==> src/design/vcsot_pkg.sv <==
// constants and register map of the capture sync and output timing block
package vcsot_pkg;
	// register indices; byte address is four times the index
	localparam logic [7:0] IDX_SLICE = 8'h0f;
	localparam logic [7:0] IDX_SYNC = 8'h10;
	localparam logic [7:0] IDX_MODE = 8'h20;
	localparam logic [7:0] IDX_PERIOD = 8'h21;
	localparam logic [7:0] IDX_PHASE = 8'h22;
	localparam logic [7:0] IDX_HWIDTH = 8'h23;
	localparam logic [7:0] IDX_STATUS = 8'h24;
	// field positions
	localparam int SLICE_THR_LSB = 3;
	localparam int SLICE_SRC_BIT = 0;
	localparam int SYNC_LPOL_BIT = 6;
	localparam int SYNC_FPOL_BIT = 2;
	localparam int SYNC_FSRC_BIT = 0;
	localparam int MODE_DIG_BIT = 0;
	localparam int STAT_OVF_BIT = 16;
	localparam int STAT_SEEN_BIT = 17;
	// values after reset, and the smallest period accepted
	localparam logic [7:0] RST_SLICE = 8'h80;
	localparam logic [7:0] RST_SYNC = 8'h00;
	localparam logic [7:0] RST_MODE = 8'h00;
	localparam logic [7:0] RST_PERIOD = 8'h04;
	localparam logic [7:0] RST_PHASE = 8'h00;
	localparam logic [7:0] RST_HWIDTH = 8'h08;
	localparam logic [7:0] MIN_PERIOD = 8'h02;
	// bus answers
	localparam logic [1:0] RESP_OKAY = 2'b00;
	localparam logic [1:0] RESP_SLVERR = 2'b10;
	// timing: a broad pulse longer than this is frame sync
	localparam int CLK_PERIOD_NS = 50;
	localparam int VSEP_NS = 10000;
	localparam int VSEP_CYCLES = (VSEP_NS + CLK_PERIOD_NS - 1) / CLK_PERIOD_NS;
	// pixel word layout in the buffer
	localparam int PIX_W = 25;
	localparam int PIX_HS_BIT = 24;
	localparam int FIFO_DEPTH = 8;
endpackage

==> src/design/vcsot_top.sv <==
// capture sync handling, pixel buffer and output timing
//
// Overview of operation
// RULE1 - polarity bit picks falling or rising edge
// RULE2 - leading edge locks sampling, trailing edge clamps
// RULE3 - line sync sets sampling reference and rate; code takes the rate from r_period
// RULE4 - slicer threshold from five configuration bits
// RULE5 - sliced sync output is non-inverted comparator
// RULE6 - sliced output selects comparator or delayed sync
// RULE7 - sliced output is raw composite, unprocessed
// RULE8 - line sync output rebuilt, aligned to clock
// RULE9 - line sync width programmable in analog only
// RULE10 - output clock from sampling clock, latches data
// RULE11 - phase change moves data, clock, sync together
// RULE12 - sample to output latency is fixed; code keeps it fixed only from an idle buffer with OUT_READY high
// RULE13 - one bit selects frame sync polarity
// RULE14 - frame sync separated or passed, unmodified
// RULE15 - shared 8-bit colour outputs, msb bit 7
// RULE16 - system wires luma green, chroma blue red
// RULE17 - digital path line sync follows transmitter timing
// RULE18 - sliced output source resets to comparator
`timescale 1ns/1ps
`default_nettype none

module vcsot_fifo #(
	parameter int WIDTH = 25,
	parameter int DEPTH = 8
) (
	input wire logic clk,
	input wire logic rst_n,
	input wire logic ce,
	input wire logic in_valid,
	input wire logic [WIDTH-1:0] in_data,
	output logic in_ready,
	output logic out_valid,
	output logic [WIDTH-1:0] out_data,
	input wire logic out_ready
);
	localparam int AW = $clog2(DEPTH);
	logic [WIDTH-1:0] mem [DEPTH];
	logic [AW-1:0] wp;
	logic [AW-1:0] rp;
	logic [AW:0] cnt;
	logic push;
	logic pop;

	// refuse depths that the pointer wrap cannot serve
	if (DEPTH < 2 || (1 << AW) != DEPTH) begin : g_bad_depth
		$error("fifo depth must be a power of two");
	end

	// honest full and empty from the fill count
	assign in_ready = cnt != (AW+1)'(DEPTH);
	assign out_valid = cnt != '0;
	assign out_data = mem[rp];
	assign push = in_valid && in_ready;
	assign pop = out_valid && out_ready;

	// storage
	always_ff @(posedge clk) begin
		if (ce && push)
			mem[wp] <= in_data;
	end

	// pointers and count
	always_ff @(posedge clk) begin
		if (!rst_n) begin
			wp <= '0;
			rp <= '0;
			cnt <= '0;
		end else if (ce) begin
			if (push)
				wp <= wp + 1'b1;
			if (pop)
				rp <= rp + 1'b1;
			if (push && !pop)
				cnt <= cnt + 1'b1;
			else if (pop && !push)
				cnt <= cnt - 1'b1;
		end
	end
endmodule

module vcsot_top import vcsot_pkg::*; #(
	parameter int DEPTH = FIFO_DEPTH
) (
	input wire logic CORE_CLK,
	input wire logic RESET_N,
	input wire logic CLK_EN,
	input wire logic LINE_SYNC_IN,
	input wire logic FRAME_SYNC_IN,
	input wire logic GREEN_EMBEDDED_SYNC_IN,
	input wire logic [7:0] RED_VIDEO_IN,
	input wire logic [7:0] GREEN_VIDEO_IN,
	input wire logic [7:0] BLUE_VIDEO_IN,
	input wire logic DIG_VALID,
	input wire logic [7:0] DIG_RED,
	input wire logic [7:0] DIG_GREEN,
	input wire logic [7:0] DIG_BLUE,
	input wire logic DIG_LINE_SYNC,
	input wire logic DIG_FRAME_SYNC,
	input wire logic OUT_READY,
	output logic [7:0] RED_OUT,
	output logic [7:0] GREEN_OUT,
	output logic [7:0] BLUE_OUT,
	output logic PIXEL_OUT_CLOCK,
	output logic LINE_SYNC_OUT,
	output logic FRAME_SYNC_OUT,
	output logic SLICED_SYNC_OUT,
	output logic [4:0] SLICE_LEVEL,
	output logic CLAMP_PULSE,
	input wire logic S_AXI_AWVALID,
	output logic S_AXI_AWREADY,
	input wire logic [7:0] S_AXI_AWADDR,
	input wire logic S_AXI_WVALID,
	output logic S_AXI_WREADY,
	input wire logic [31:0] S_AXI_WDATA,
	input wire logic [3:0] S_AXI_WSTRB,
	output logic S_AXI_BVALID,
	input wire logic S_AXI_BREADY,
	output logic [1:0] S_AXI_BRESP,
	input wire logic S_AXI_ARVALID,
	output logic S_AXI_ARREADY,
	input wire logic [7:0] S_AXI_ARADDR,
	output logic S_AXI_RVALID,
	input wire logic S_AXI_RREADY,
	output logic [31:0] S_AXI_RDATA,
	output logic [1:0] S_AXI_RRESP
);
	localparam logic [15:0] VSEP = 16'(VSEP_CYCLES);

	// refuse a buffer too shallow to hold a word in flight
	if (DEPTH < 2) begin : g_bad_depth
		$error("buffer depth too small");
	end

	logic [7:0] r_slice, r_sync, r_mode, r_period, r_phase, r_hwidth;
	logic [15:0] line_len, len_cnt;
	logic ovf, seen;
	logic [5:0] aw_idx;
	logic aw_got, w_got;
	logic [31:0] w_data;
	logic [3:0] w_strb;
	logic hs_s1, hs_s2, hs_d, vs_s1, vs_s2, sg_s1, sg_s2, sg_d;
	logic lead, trail, line_pol, digital;
	logic running, tick, hs_act;
	logic [7:0] cnt, px_cnt;
	logic cap_valid;
	logic [PIX_W-1:0] cap_data;
	logic f_in_ready, f_out_valid, f_out_ready;
	logic [PIX_W-1:0] f_out;
	logic out_ph, pop;
	logic comp_act;
	logic [15:0] broad_cnt;
	logic frame_sep, frame_src;
	logic wr_do;

	assign line_pol = r_sync[SYNC_LPOL_BIT];
	assign digital = r_mode[MODE_DIG_BIT];

	// bus write: address and data taken in either order
	always_ff @(posedge CORE_CLK) begin
		if (!RESET_N) begin
			S_AXI_AWREADY <= 1'b1;
			S_AXI_WREADY <= 1'b1;
			aw_got <= 1'b0;
			w_got <= 1'b0;
			aw_idx <= '0;
			w_data <= '0;
			w_strb <= '0;
			S_AXI_BVALID <= 1'b0;
			S_AXI_BRESP <= RESP_OKAY;
		end else if (CLK_EN) begin
			if (S_AXI_AWVALID && S_AXI_AWREADY) begin
				aw_idx <= S_AXI_AWADDR[7:2];
				aw_got <= 1'b1;
				S_AXI_AWREADY <= 1'b0;
			end
			if (S_AXI_WVALID && S_AXI_WREADY) begin
				w_data <= S_AXI_WDATA;
				w_strb <= S_AXI_WSTRB;
				w_got <= 1'b1;
				S_AXI_WREADY <= 1'b0;
			end
			if (wr_do) begin
				aw_got <= 1'b0;
				w_got <= 1'b0;
				S_AXI_BVALID <= 1'b1;
				S_AXI_BRESP <= mapped(aw_idx) ? RESP_OKAY : RESP_SLVERR;
			end
			if (S_AXI_BVALID && S_AXI_BREADY) begin
				S_AXI_BVALID <= 1'b0;
				S_AXI_AWREADY <= 1'b1;
				S_AXI_WREADY <= 1'b1;
			end
		end
	end

	assign wr_do = aw_got && w_got && !S_AXI_BVALID;

	function automatic logic mapped(input logic [5:0] i);
		mapped = i == IDX_SLICE[5:0] || i == IDX_SYNC[5:0] ||
			i == IDX_MODE[5:0] || i == IDX_PERIOD[5:0] ||
			i == IDX_PHASE[5:0] || i == IDX_HWIDTH[5:0] ||
			i == IDX_STATUS[5:0];
	endfunction

	// configuration registers, byte lane 0
	always_ff @(posedge CORE_CLK) begin
		if (!RESET_N) begin
			r_slice <= RST_SLICE; // RULE18
			r_sync <= RST_SYNC;
			r_mode <= RST_MODE;
			r_period <= RST_PERIOD;
			r_phase <= RST_PHASE;
			r_hwidth <= RST_HWIDTH;
		end else if (CLK_EN && wr_do && w_strb[0]) begin
			case (aw_idx)
				IDX_SLICE[5:0]: r_slice <= w_data[7:0]; // RULE4
				IDX_SYNC[5:0]: r_sync <= w_data[7:0];
				IDX_MODE[5:0]: r_mode <= w_data[7:0];
				IDX_PERIOD[5:0]: r_period <= (w_data[7:0] < MIN_PERIOD) ?
					MIN_PERIOD : w_data[7:0];
				IDX_PHASE[5:0]: r_phase <= w_data[7:0];
				IDX_HWIDTH[5:0]: r_hwidth <= w_data[7:0]; // RULE9
				default: ;
			endcase
		end
	end

	// bus read
	always_ff @(posedge CORE_CLK) begin
		if (!RESET_N) begin
			S_AXI_ARREADY <= 1'b1;
			S_AXI_RVALID <= 1'b0;
			S_AXI_RDATA <= '0;
			S_AXI_RRESP <= RESP_OKAY;
		end else if (CLK_EN) begin
			if (S_AXI_ARVALID && S_AXI_ARREADY) begin
				S_AXI_ARREADY <= 1'b0;
				S_AXI_RVALID <= 1'b1;
				S_AXI_RDATA <= rd_word(S_AXI_ARADDR[7:2]);
				S_AXI_RRESP <= mapped(S_AXI_ARADDR[7:2]) ?
					RESP_OKAY : RESP_SLVERR;
			end else if (S_AXI_RVALID && S_AXI_RREADY) begin
				S_AXI_RVALID <= 1'b0;
				S_AXI_ARREADY <= 1'b1;
			end
		end
	end

	function automatic logic [31:0] rd_word(input logic [5:0] i);
		rd_word = '0;
		case (i)
			IDX_SLICE[5:0]: rd_word[7:0] = r_slice;
			IDX_SYNC[5:0]: rd_word[7:0] = r_sync;
			IDX_MODE[5:0]: rd_word[7:0] = r_mode;
			IDX_PERIOD[5:0]: rd_word[7:0] = r_period;
			IDX_PHASE[5:0]: rd_word[7:0] = r_phase;
			IDX_HWIDTH[5:0]: rd_word[7:0] = r_hwidth;
			IDX_STATUS[5:0]: rd_word = {14'h0000, seen, ovf, line_len};
			default: rd_word = '0;
		endcase
	endfunction

	// pin synchronisers
	always_ff @(posedge CORE_CLK) begin
		if (!RESET_N) begin
			{hs_s1, hs_s2, hs_d} <= 3'b000;
			{vs_s1, vs_s2} <= 2'b00;
			{sg_s1, sg_s2, sg_d} <= 3'b000;
		end else if (CLK_EN) begin
			hs_s1 <= LINE_SYNC_IN;
			hs_s2 <= hs_s1;
			hs_d <= hs_s2;
			vs_s1 <= FRAME_SYNC_IN;
			vs_s2 <= vs_s1;
			sg_s1 <= GREEN_EMBEDDED_SYNC_IN;
			sg_s2 <= sg_s1;
			sg_d <= sg_s2; // RULE5 RULE7
		end
	end

	// leading edge by polarity, trailing edge opposite
	assign lead = line_pol ? (hs_s2 && !hs_d) : (!hs_s2 && hs_d); // RULE1
	assign trail = line_pol ? (!hs_s2 && hs_d) : (hs_s2 && !hs_d); // RULE2

	// clamp timing from the trailing edge only
	always_ff @(posedge CORE_CLK) begin
		if (!RESET_N)
			CLAMP_PULSE <= 1'b0;
		else if (CLK_EN)
			CLAMP_PULSE <= trail && !digital; // RULE2
	end

	// line length measured between leading edges
	always_ff @(posedge CORE_CLK) begin
		if (!RESET_N) begin
			len_cnt <= '0;
			line_len <= '0;
			seen <= 1'b0;
		end else if (CLK_EN) begin
			if (lead) begin
				line_len <= len_cnt; // RULE3
				len_cnt <= 16'h0001;
				seen <= 1'b1;
			end else if (len_cnt != 16'hffff) begin
				len_cnt <= len_cnt + 16'h0001;
			end
		end
	end

	// sampling ticks restart at every leading edge after the phase delay
	always_ff @(posedge CORE_CLK) begin
		if (!RESET_N) begin
			running <= 1'b0;
			cnt <= '0;
		end else if (CLK_EN) begin
			if (lead) begin
				running <= 1'b1; // RULE2
				cnt <= r_phase; // RULE11
			end else if (running) begin
				cnt <= (cnt == 8'h00) ? r_period - 8'h01 : cnt - 8'h01; // RULE3
			end
		end
	end

	assign tick = running && !lead && cnt == 8'h00;

	// rebuilt line sync counted in sampling ticks
	always_ff @(posedge CORE_CLK) begin
		if (!RESET_N) begin
			hs_act <= 1'b0;
			px_cnt <= '0;
		end else if (CLK_EN) begin
			if (lead) begin
				hs_act <= r_hwidth != 8'h00; // RULE8
				px_cnt <= '0;
			end else if (tick && hs_act) begin
				px_cnt <= px_cnt + 8'h01;
				if (px_cnt + 8'h01 >= r_hwidth)
					hs_act <= 1'b0; // RULE9
			end
		end
	end

	// capture stage: one word per tick or per digital pixel
	always_ff @(posedge CORE_CLK) begin
		if (!RESET_N) begin
			cap_valid <= 1'b0;
			cap_data <= '0;
		end else if (CLK_EN) begin
			if (digital) begin
				cap_valid <= DIG_VALID;
				cap_data <= {DIG_LINE_SYNC, DIG_RED, DIG_GREEN, DIG_BLUE}; // RULE17
			end else begin
				cap_valid <= tick;
				cap_data <= {hs_act, RED_VIDEO_IN, GREEN_VIDEO_IN,
					BLUE_VIDEO_IN}; // RULE8
			end
		end
	end

	// sticky overflow when the buffer refuses a word; set wins over clear
	always_ff @(posedge CORE_CLK) begin
		if (!RESET_N)
			ovf <= 1'b0;
		else if (CLK_EN) begin
			if (cap_valid && !f_in_ready)
				ovf <= 1'b1;
			else if (wr_do && w_strb[2] && aw_idx == IDX_STATUS[5:0] &&
				w_data[STAT_OVF_BIT])
				ovf <= 1'b0;
		end
	end

	vcsot_fifo #(.WIDTH(PIX_W), .DEPTH(DEPTH)) u_fifo (
		.clk(CORE_CLK),
		.rst_n(RESET_N),
		.ce(CLK_EN),
		.in_valid(cap_valid),
		.in_data(cap_data),
		.in_ready(f_in_ready),
		.out_valid(f_out_valid),
		.out_data(f_out),
		.out_ready(f_out_ready)
	);

	assign f_out_ready = !out_ph && OUT_READY; // RULE12
	assign pop = f_out_valid && f_out_ready;

	// output stage: data and sync change with clock low, clock rises next
	always_ff @(posedge CORE_CLK) begin
		if (!RESET_N) begin
			out_ph <= 1'b0;
			PIXEL_OUT_CLOCK <= 1'b0;
			RED_OUT <= '0;
			GREEN_OUT <= '0;
			BLUE_OUT <= '0;
			LINE_SYNC_OUT <= 1'b0;
		end else if (CLK_EN) begin
			if (pop) begin
				out_ph <= 1'b1;
				PIXEL_OUT_CLOCK <= 1'b0; // RULE10
				RED_OUT <= f_out[23:16]; // RULE15
				GREEN_OUT <= f_out[15:8];
				BLUE_OUT <= f_out[7:0];
				LINE_SYNC_OUT <= f_out[PIX_HS_BIT]; // RULE11
			end else if (out_ph) begin
				out_ph <= 1'b0;
				PIXEL_OUT_CLOCK <= 1'b1; // RULE10
			end
		end
	end

	// slicer output and threshold
	always_ff @(posedge CORE_CLK) begin
		if (!RESET_N) begin
			SLICED_SYNC_OUT <= 1'b0;
			SLICE_LEVEL <= RST_SLICE[7:3];
		end else if (CLK_EN) begin
			SLICE_LEVEL <= r_slice[7:SLICE_THR_LSB]; // RULE4
			SLICED_SYNC_OUT <= r_slice[SLICE_SRC_BIT] ? hs_d : sg_d; // RULE6
		end
	end

	assign comp_act = line_pol ? sg_s2 : !sg_s2;

	// frame sync separated from composite by broad pulse length
	always_ff @(posedge CORE_CLK) begin
		if (!RESET_N) begin
			broad_cnt <= '0;
			frame_sep <= 1'b0;
		end else if (CLK_EN) begin
			if (!comp_act) begin
				broad_cnt <= '0;
				frame_sep <= 1'b0;
			end else begin
				if (broad_cnt != 16'hffff)
					broad_cnt <= broad_cnt + 16'h0001;
				if (broad_cnt >= VSEP)
					frame_sep <= 1'b1; // RULE14
			end
		end
	end

	always_comb begin
		frame_src = r_sync[SYNC_FSRC_BIT] ? vs_s2 : frame_sep;
		if (digital)
			frame_src = DIG_FRAME_SYNC;
	end

	// frame sync polarity select
	always_ff @(posedge CORE_CLK) begin
		if (!RESET_N)
			FRAME_SYNC_OUT <= 1'b0;
		else if (CLK_EN)
			FRAME_SYNC_OUT <= frame_src ^ r_sync[SYNC_FPOL_BIT]; // RULE13
	end

	// helper: cycles since the last leading edge, first tick marker
	logic [8:0] since_lead;
	logic first_tick;
	always_ff @(posedge CORE_CLK) begin
		if (!RESET_N) begin
			since_lead <= '0;
			first_tick <= 1'b0;
		end else if (CLK_EN) begin
			if (lead) begin
				since_lead <= '0;
				first_tick <= 1'b1;
			end else begin
				if (since_lead != 9'h1ff)
					since_lead <= since_lead + 9'h001;
				if (tick)
					first_tick <= 1'b0;
			end
		end
	end
endmodule

`default_nettype wire

==> config.mk <==
export PLATFORM = sky130hd
export DESIGN_NAME = vcsot_top
export DESIGN_NICKNAME = d
export VERILOG_FILES = /design/src/design/vcsot_pkg.sv /design/src/design/vcsot_top.sv
export SDC_FILE = /design/constraint.sdc
export NUM_CORES = 1
export LEC_CHECK = 0
export ABC_AREA = 1
export BUFFER_PORTS_ARGS = -buffer_cell sky130_fd_sc_hd__clkbuf_2
export CORE_MARGIN = 3
export CORE_UTILIZATION = 40
export CTS_BUF_LIST = sky130_fd_sc_hd__clkbuf_8
export DETAILED_ROUTE_END_ITERATION = 8
export PLACE_DENSITY_LB_ADDON = 0.1
export SKIP_LAST_GASP = 1
export SLEW_MARGIN = 20
export SYNTH_ARGS = -nofsm -noshare
export SYNTH_HDL_FRONTEND = slang
export SYNTH_SLANG_ARGS = --single-unit
==> constraint.sdc <==
create_clock -name CORE_CLK -period 2.9 [get_ports CORE_CLK]
set_clock_uncertainty 0.15 [all_clocks]
set_input_delay 0.435 -clock CORE_CLK [delete_from_list [all_inputs] [get_ports CORE_CLK]]
set_output_delay 0.435 -clock CORE_CLK [all_outputs]
set_load 0.02 [all_outputs]
==> tab_implementation.tex <==
\begin{tabular}{lr}
\hline
Metric & Value \\
\hline
\multicolumn{2}{l}{\textbf{Status}} \\
\quad Outcome & complete, no violations \\
\multicolumn{2}{l}{\textbf{Clock network}} \\
\quad Number of post-CTS setup repair buffers & 0 \\
\quad Clock-pin slew on the worst setup and hold paths & 0.06 ns \\
\quad Clock buffer depth & 3 \\
\quad Cts bufs inserted & 74 \\
\quad Clock tree from TritonCTS & yes \\
\quad Insertion delay of the later-clocked pin in the worst-skew pair & 0.64 ns \\
\quad Clock sink count & 439 \\
\quad Root buffer cell & sky130\_fd\_sc\_hd\_\_clkbuf\_8 \\
\quad Resized Gates After CTS & 0 \\
\quad Max H-tree Level & 3 \\
\quad Cts hold-fix bufs & 64 \\
\multicolumn{2}{l}{\textbf{Timing}} \\
\quad Setup repair after global routing missed its margin & no \\
\quad Final worst path period share & 0.873 \\
\quad Sum of negative setup slack & 0 ns \\
\quad Minimum clock period after layout & 2.53 ns \\
\quad Number of hold violations in the final report & 0 \\
\quad Count of pins over their slew limit & 0 \\
\quad Peak Freq & 395 MHz \\
\quad Final setup vio count & 0 \\
\quad Max\_slew headroom & 0.448 \\
\quad Worst slew pin tran & 0.827 ns \\
\quad Final worst hold slack & 0.0607 ns \\
\multicolumn{2}{l}{\textbf{Drt}} \\
\quad Number of optimization iterations in the first detailed-route pass & 5 \\
\quad 1st-iter DRT viols & 904 \\
\quad Vias & 14913 \\
\quad Remaining routing DRC violations & 0 \\
\quad Routed length per placed instance & 17.3 um \\
\quad Via-to-Cell Ratio & 5.15 \\
\quad Final ANT Viol Nets & 0 \\
\quad WL final & 50.1 mm \\
\multicolumn{2}{l}{\textbf{Floorplanning}} \\
\quad Y dimension of the die & 221 um \\
\quad Initial Util & 0.406 \\
\quad Number of standard-cell rows in the floorplan & 78 \\
\quad Placeable core area & 45500 sq um \\
\quad Die Area & 48800 sq um \\
\quad I/O pin count & 190 \\
\quad Die width & 221 um \\
\multicolumn{2}{l}{\textbf{Finish}} \\
\quad Antenna diode count & 0 \\
\quad Filler-free cell count of the finished design & 2896 \\
\quad \# fillers & 4376 \\
\quad Fraction of final layout cells with drive strength greater than 1 & 0.142 \\
\quad Number of nets at the end of the flow & 2377 \\
\quad Synthesis-to-layout area growth & 18.6\% \\
\multicolumn{2}{l}{\textbf{Logic synthesis}} \\
\quad Synth area leaders & sky130\_fd\_sc\_hd\_\_edfxtp\_1, sky130\_fd\_sc\_hd\_\_dfxtp\_1, sky130\_fd\_sc\_hd\_\_o21ai\_0 \\
\quad Leading cell types by count after synthesis & sky130\_fd\_sc\_hd\_\_o21ai\_0, sky130\_fd\_sc\_hd\_\_nand2\_1, sky130\_fd\_sc\_hd\_\_dfxtp\_1 \\
\quad Async S/R FF share, synth & 0 \\
\quad Synth Instances & 2022 \\
\quad Flops \& latches, synth & 439 \\
\quad Part of the Yosys area used for sequential elements & 0.584 \\
\quad Synth Warn \# & 0 \\
\quad Post-synth design cell area & 18500 sq um \\
\quad Post-synthesis cell type count & 52 \\
\quad Average cell area after synthesis & 9.14 sq um \\
\quad Number of flops mapped to enable cells by yosys & 200 \\
\quad Most common flop cell mapped by yosys & sky130\_fd\_sc\_hd\_\_dfxtp\_1 \\
\quad Largest area contributor in the synthesized netlist & sky130\_fd\_sc\_hd\_\_edfxtp\_1 \\
\quad Cell with the most instances after synthesis & sky130\_fd\_sc\_hd\_\_o21ai\_0 \\
\quad Share of Yosys cell area claimed by the top area cell type & 0.325 \\
\multicolumn{2}{l}{\textbf{Power and ir drop}} \\
\quad VDD IR-drop max & 0.000366 V \\
\quad Total power & 13.5 mW \\
\quad PwrDens & 615 nW/um\^{}2 \\
\quad Leakage & 8.48 nW \\
\multicolumn{2}{l}{\textbf{Setup path}} \\
\quad Critical path origin & u\_fifo.cnt[1] \\
\quad CP startpoint kind & flip-flop \\
\quad Largest incremental delay on the critical path & 0.41 ns \\
\quad Worst path slowest cell & sky130\_fd\_sc\_hd\_\_nor4\_1 \\
\quad Critical path data required time & 3.26 ns \\
\quad Critical path class & reg2reg \\
\quad Data arrival time of the critical path & 2.90 ns \\
\quad Max Fanout on Critical Path & 5 \\
\quad Crit path top cell by count & sky130\_fd\_sc\_hd\_\_nor2\_1 \\
\quad Worst reg2reg startpoint & u\_fifo.cnt[1] \\
\quad Ordered list of cells on the worst path & nor4\_1, nor2\_1, ha\_1, inv\_1, ha\_1, nand2\_1, nor2\_1, a211oi\_1, nor2\_1, nor2\_1, nand2\_1, o21ai\_0, a21oi\_1 \\
\quad Type of destination of the critical path & flip-flop \\
\multicolumn{2}{l}{\textbf{Global routing}} \\
\quad Vias in the first global route & 14261 \\
\quad Global-route wire length before repair & 78.6 mm \\
\quad Global route overflow & 0 \\
\quad Tot GR Track Use & 0.201 \\
\quad Maximum number of pins on one net before global-route repair & 107 \\
\quad Number of antenna violations at the first check in global routing & 0 \\
\multicolumn{2}{l}{\textbf{Place}} \\
\quad Final Wtd Congestion & 0.885 \\
\quad Count of input and output buffers & 144 \\
\quad HPWL after detailed placement & 31.8 mm \\
\quad Cell Count Post-Placement & 2703 \\
\multicolumn{2}{l}{\textbf{Run}} \\
\quad Max Cap Violations & 0 \\
\multicolumn{2}{l}{\textbf{Worst hold path}} \\
\quad Worst min-delay path startpoint & DIG\_BLUE[2] \\
\quad Class of the worst hold path & in2reg \\
\hline
\end{tabular}
[worst max-delay path: cells and delay by family (launching register included)]
kind | cells | cell delay, ns
AOI/OAI and AO/OA | 3 | 0.43
adders and majority gates | 2 | 0.49
and+or+nand+nor | 7 | 0.86
buffers and inverters | 1 | 0.12
DFF | 1 | 0.36
[cells by family after synthesis]
kind of cell / share of synthesized area
AND/OR/NAND/NOR: 0.144
AO/OA/AOI/OAI: 0.180
flip-flops: 0.584
buffers and inverters: 0.0681
XOR/XNOR: 0.0109
adder cells (fa/ha/maj): 0.0133
other: 0.000203
[registers in the layout (all words and copies together) (netlist names), 2 cells and up]
register	flops
S_AXI_RDATA	18
w_data	9
u_fifo.mem	200
cnt	8
broad_cnt	16
u_fifo.cnt	4
r_phase	8
aw_idx	6
r_mode	8
u_fifo.rp	3
px_cnt	8
RED_OUT	8
u_fifo.wp	3
r_sync	8
r_hwidth	8
w_strb	2
SLICE_LEVEL	5
len_cnt	16
GREEN_OUT	8
r_period	8
BLUE_OUT	8
line_len	16
cap_data	25
r_slice	8
[metrics by stage]
stage / util / instance area (sq um) / worst slack, ns
final: 0.482 / 21900 / 0.369
after global placement: 0.437 / 19900 / 0.408
after CTS: 0.482 / 21900 / 0.362
after detailed placement: 0.437 / 19900 / 0.391
after floorplan: - / 18500 / 0.191
after global routing: 0.482 / 21900 / 0.0385
[path summary, 6_finish.rpt]
path	to	slack [ns]	cells past startpoint
worst max-delay path	u_fifo.cnt[3]	0.37	13
worst min-delay path	cap_data[2]	0.06	5
worst max register to register	u_fifo.cnt[3]	0.37	13
worst min register to register	r_sync[3]	0.30	2
[per-layer routing]
layer	track usage	routed length [um]	vias to the layer above
met3	0.0377	2120	83
met2	0.337	24300	330
met5	0	0	-
li1	-	-	7400
met4	0.0598	1070	0
met1	0.265	22700	7100
[placed cells by master (no fill, tap or decap), drive strengths merged, types with 49 or more instances in the layout]
master / n
nand3: 92
buf: 49
a21oi: 212
dfxtp: 239
nand2: 256
nor2: 235
clkbuf: 223
edfxtp: 200
dlygate4sd3: 64
o21ai: 291
inv: 194
[cell type report]
class	instances	area, sq um	share of cell area
Tap cell	600	751	0.0343
Clock inverter	48	268	0.0122
Inverter	174	653	0.0298
Timing Repair Buffer	255	1820	0.0830
Sequential cell	439	10800	0.493
Multi-Input combinational cell	1299	6510	0.297
Clock buffer	81	1110	0.0509
[power breakdown]
part	total, mW	switching, mW	leakage [nW]	internal [mW]
Combinational	1.43	0.939	3.91	0.492
Sequential	6.81	0.157	3.78	6.65
Clock	5.24	2.49	0.786	2.75
No activity file was read; power rests on OpenSTA's default activity.
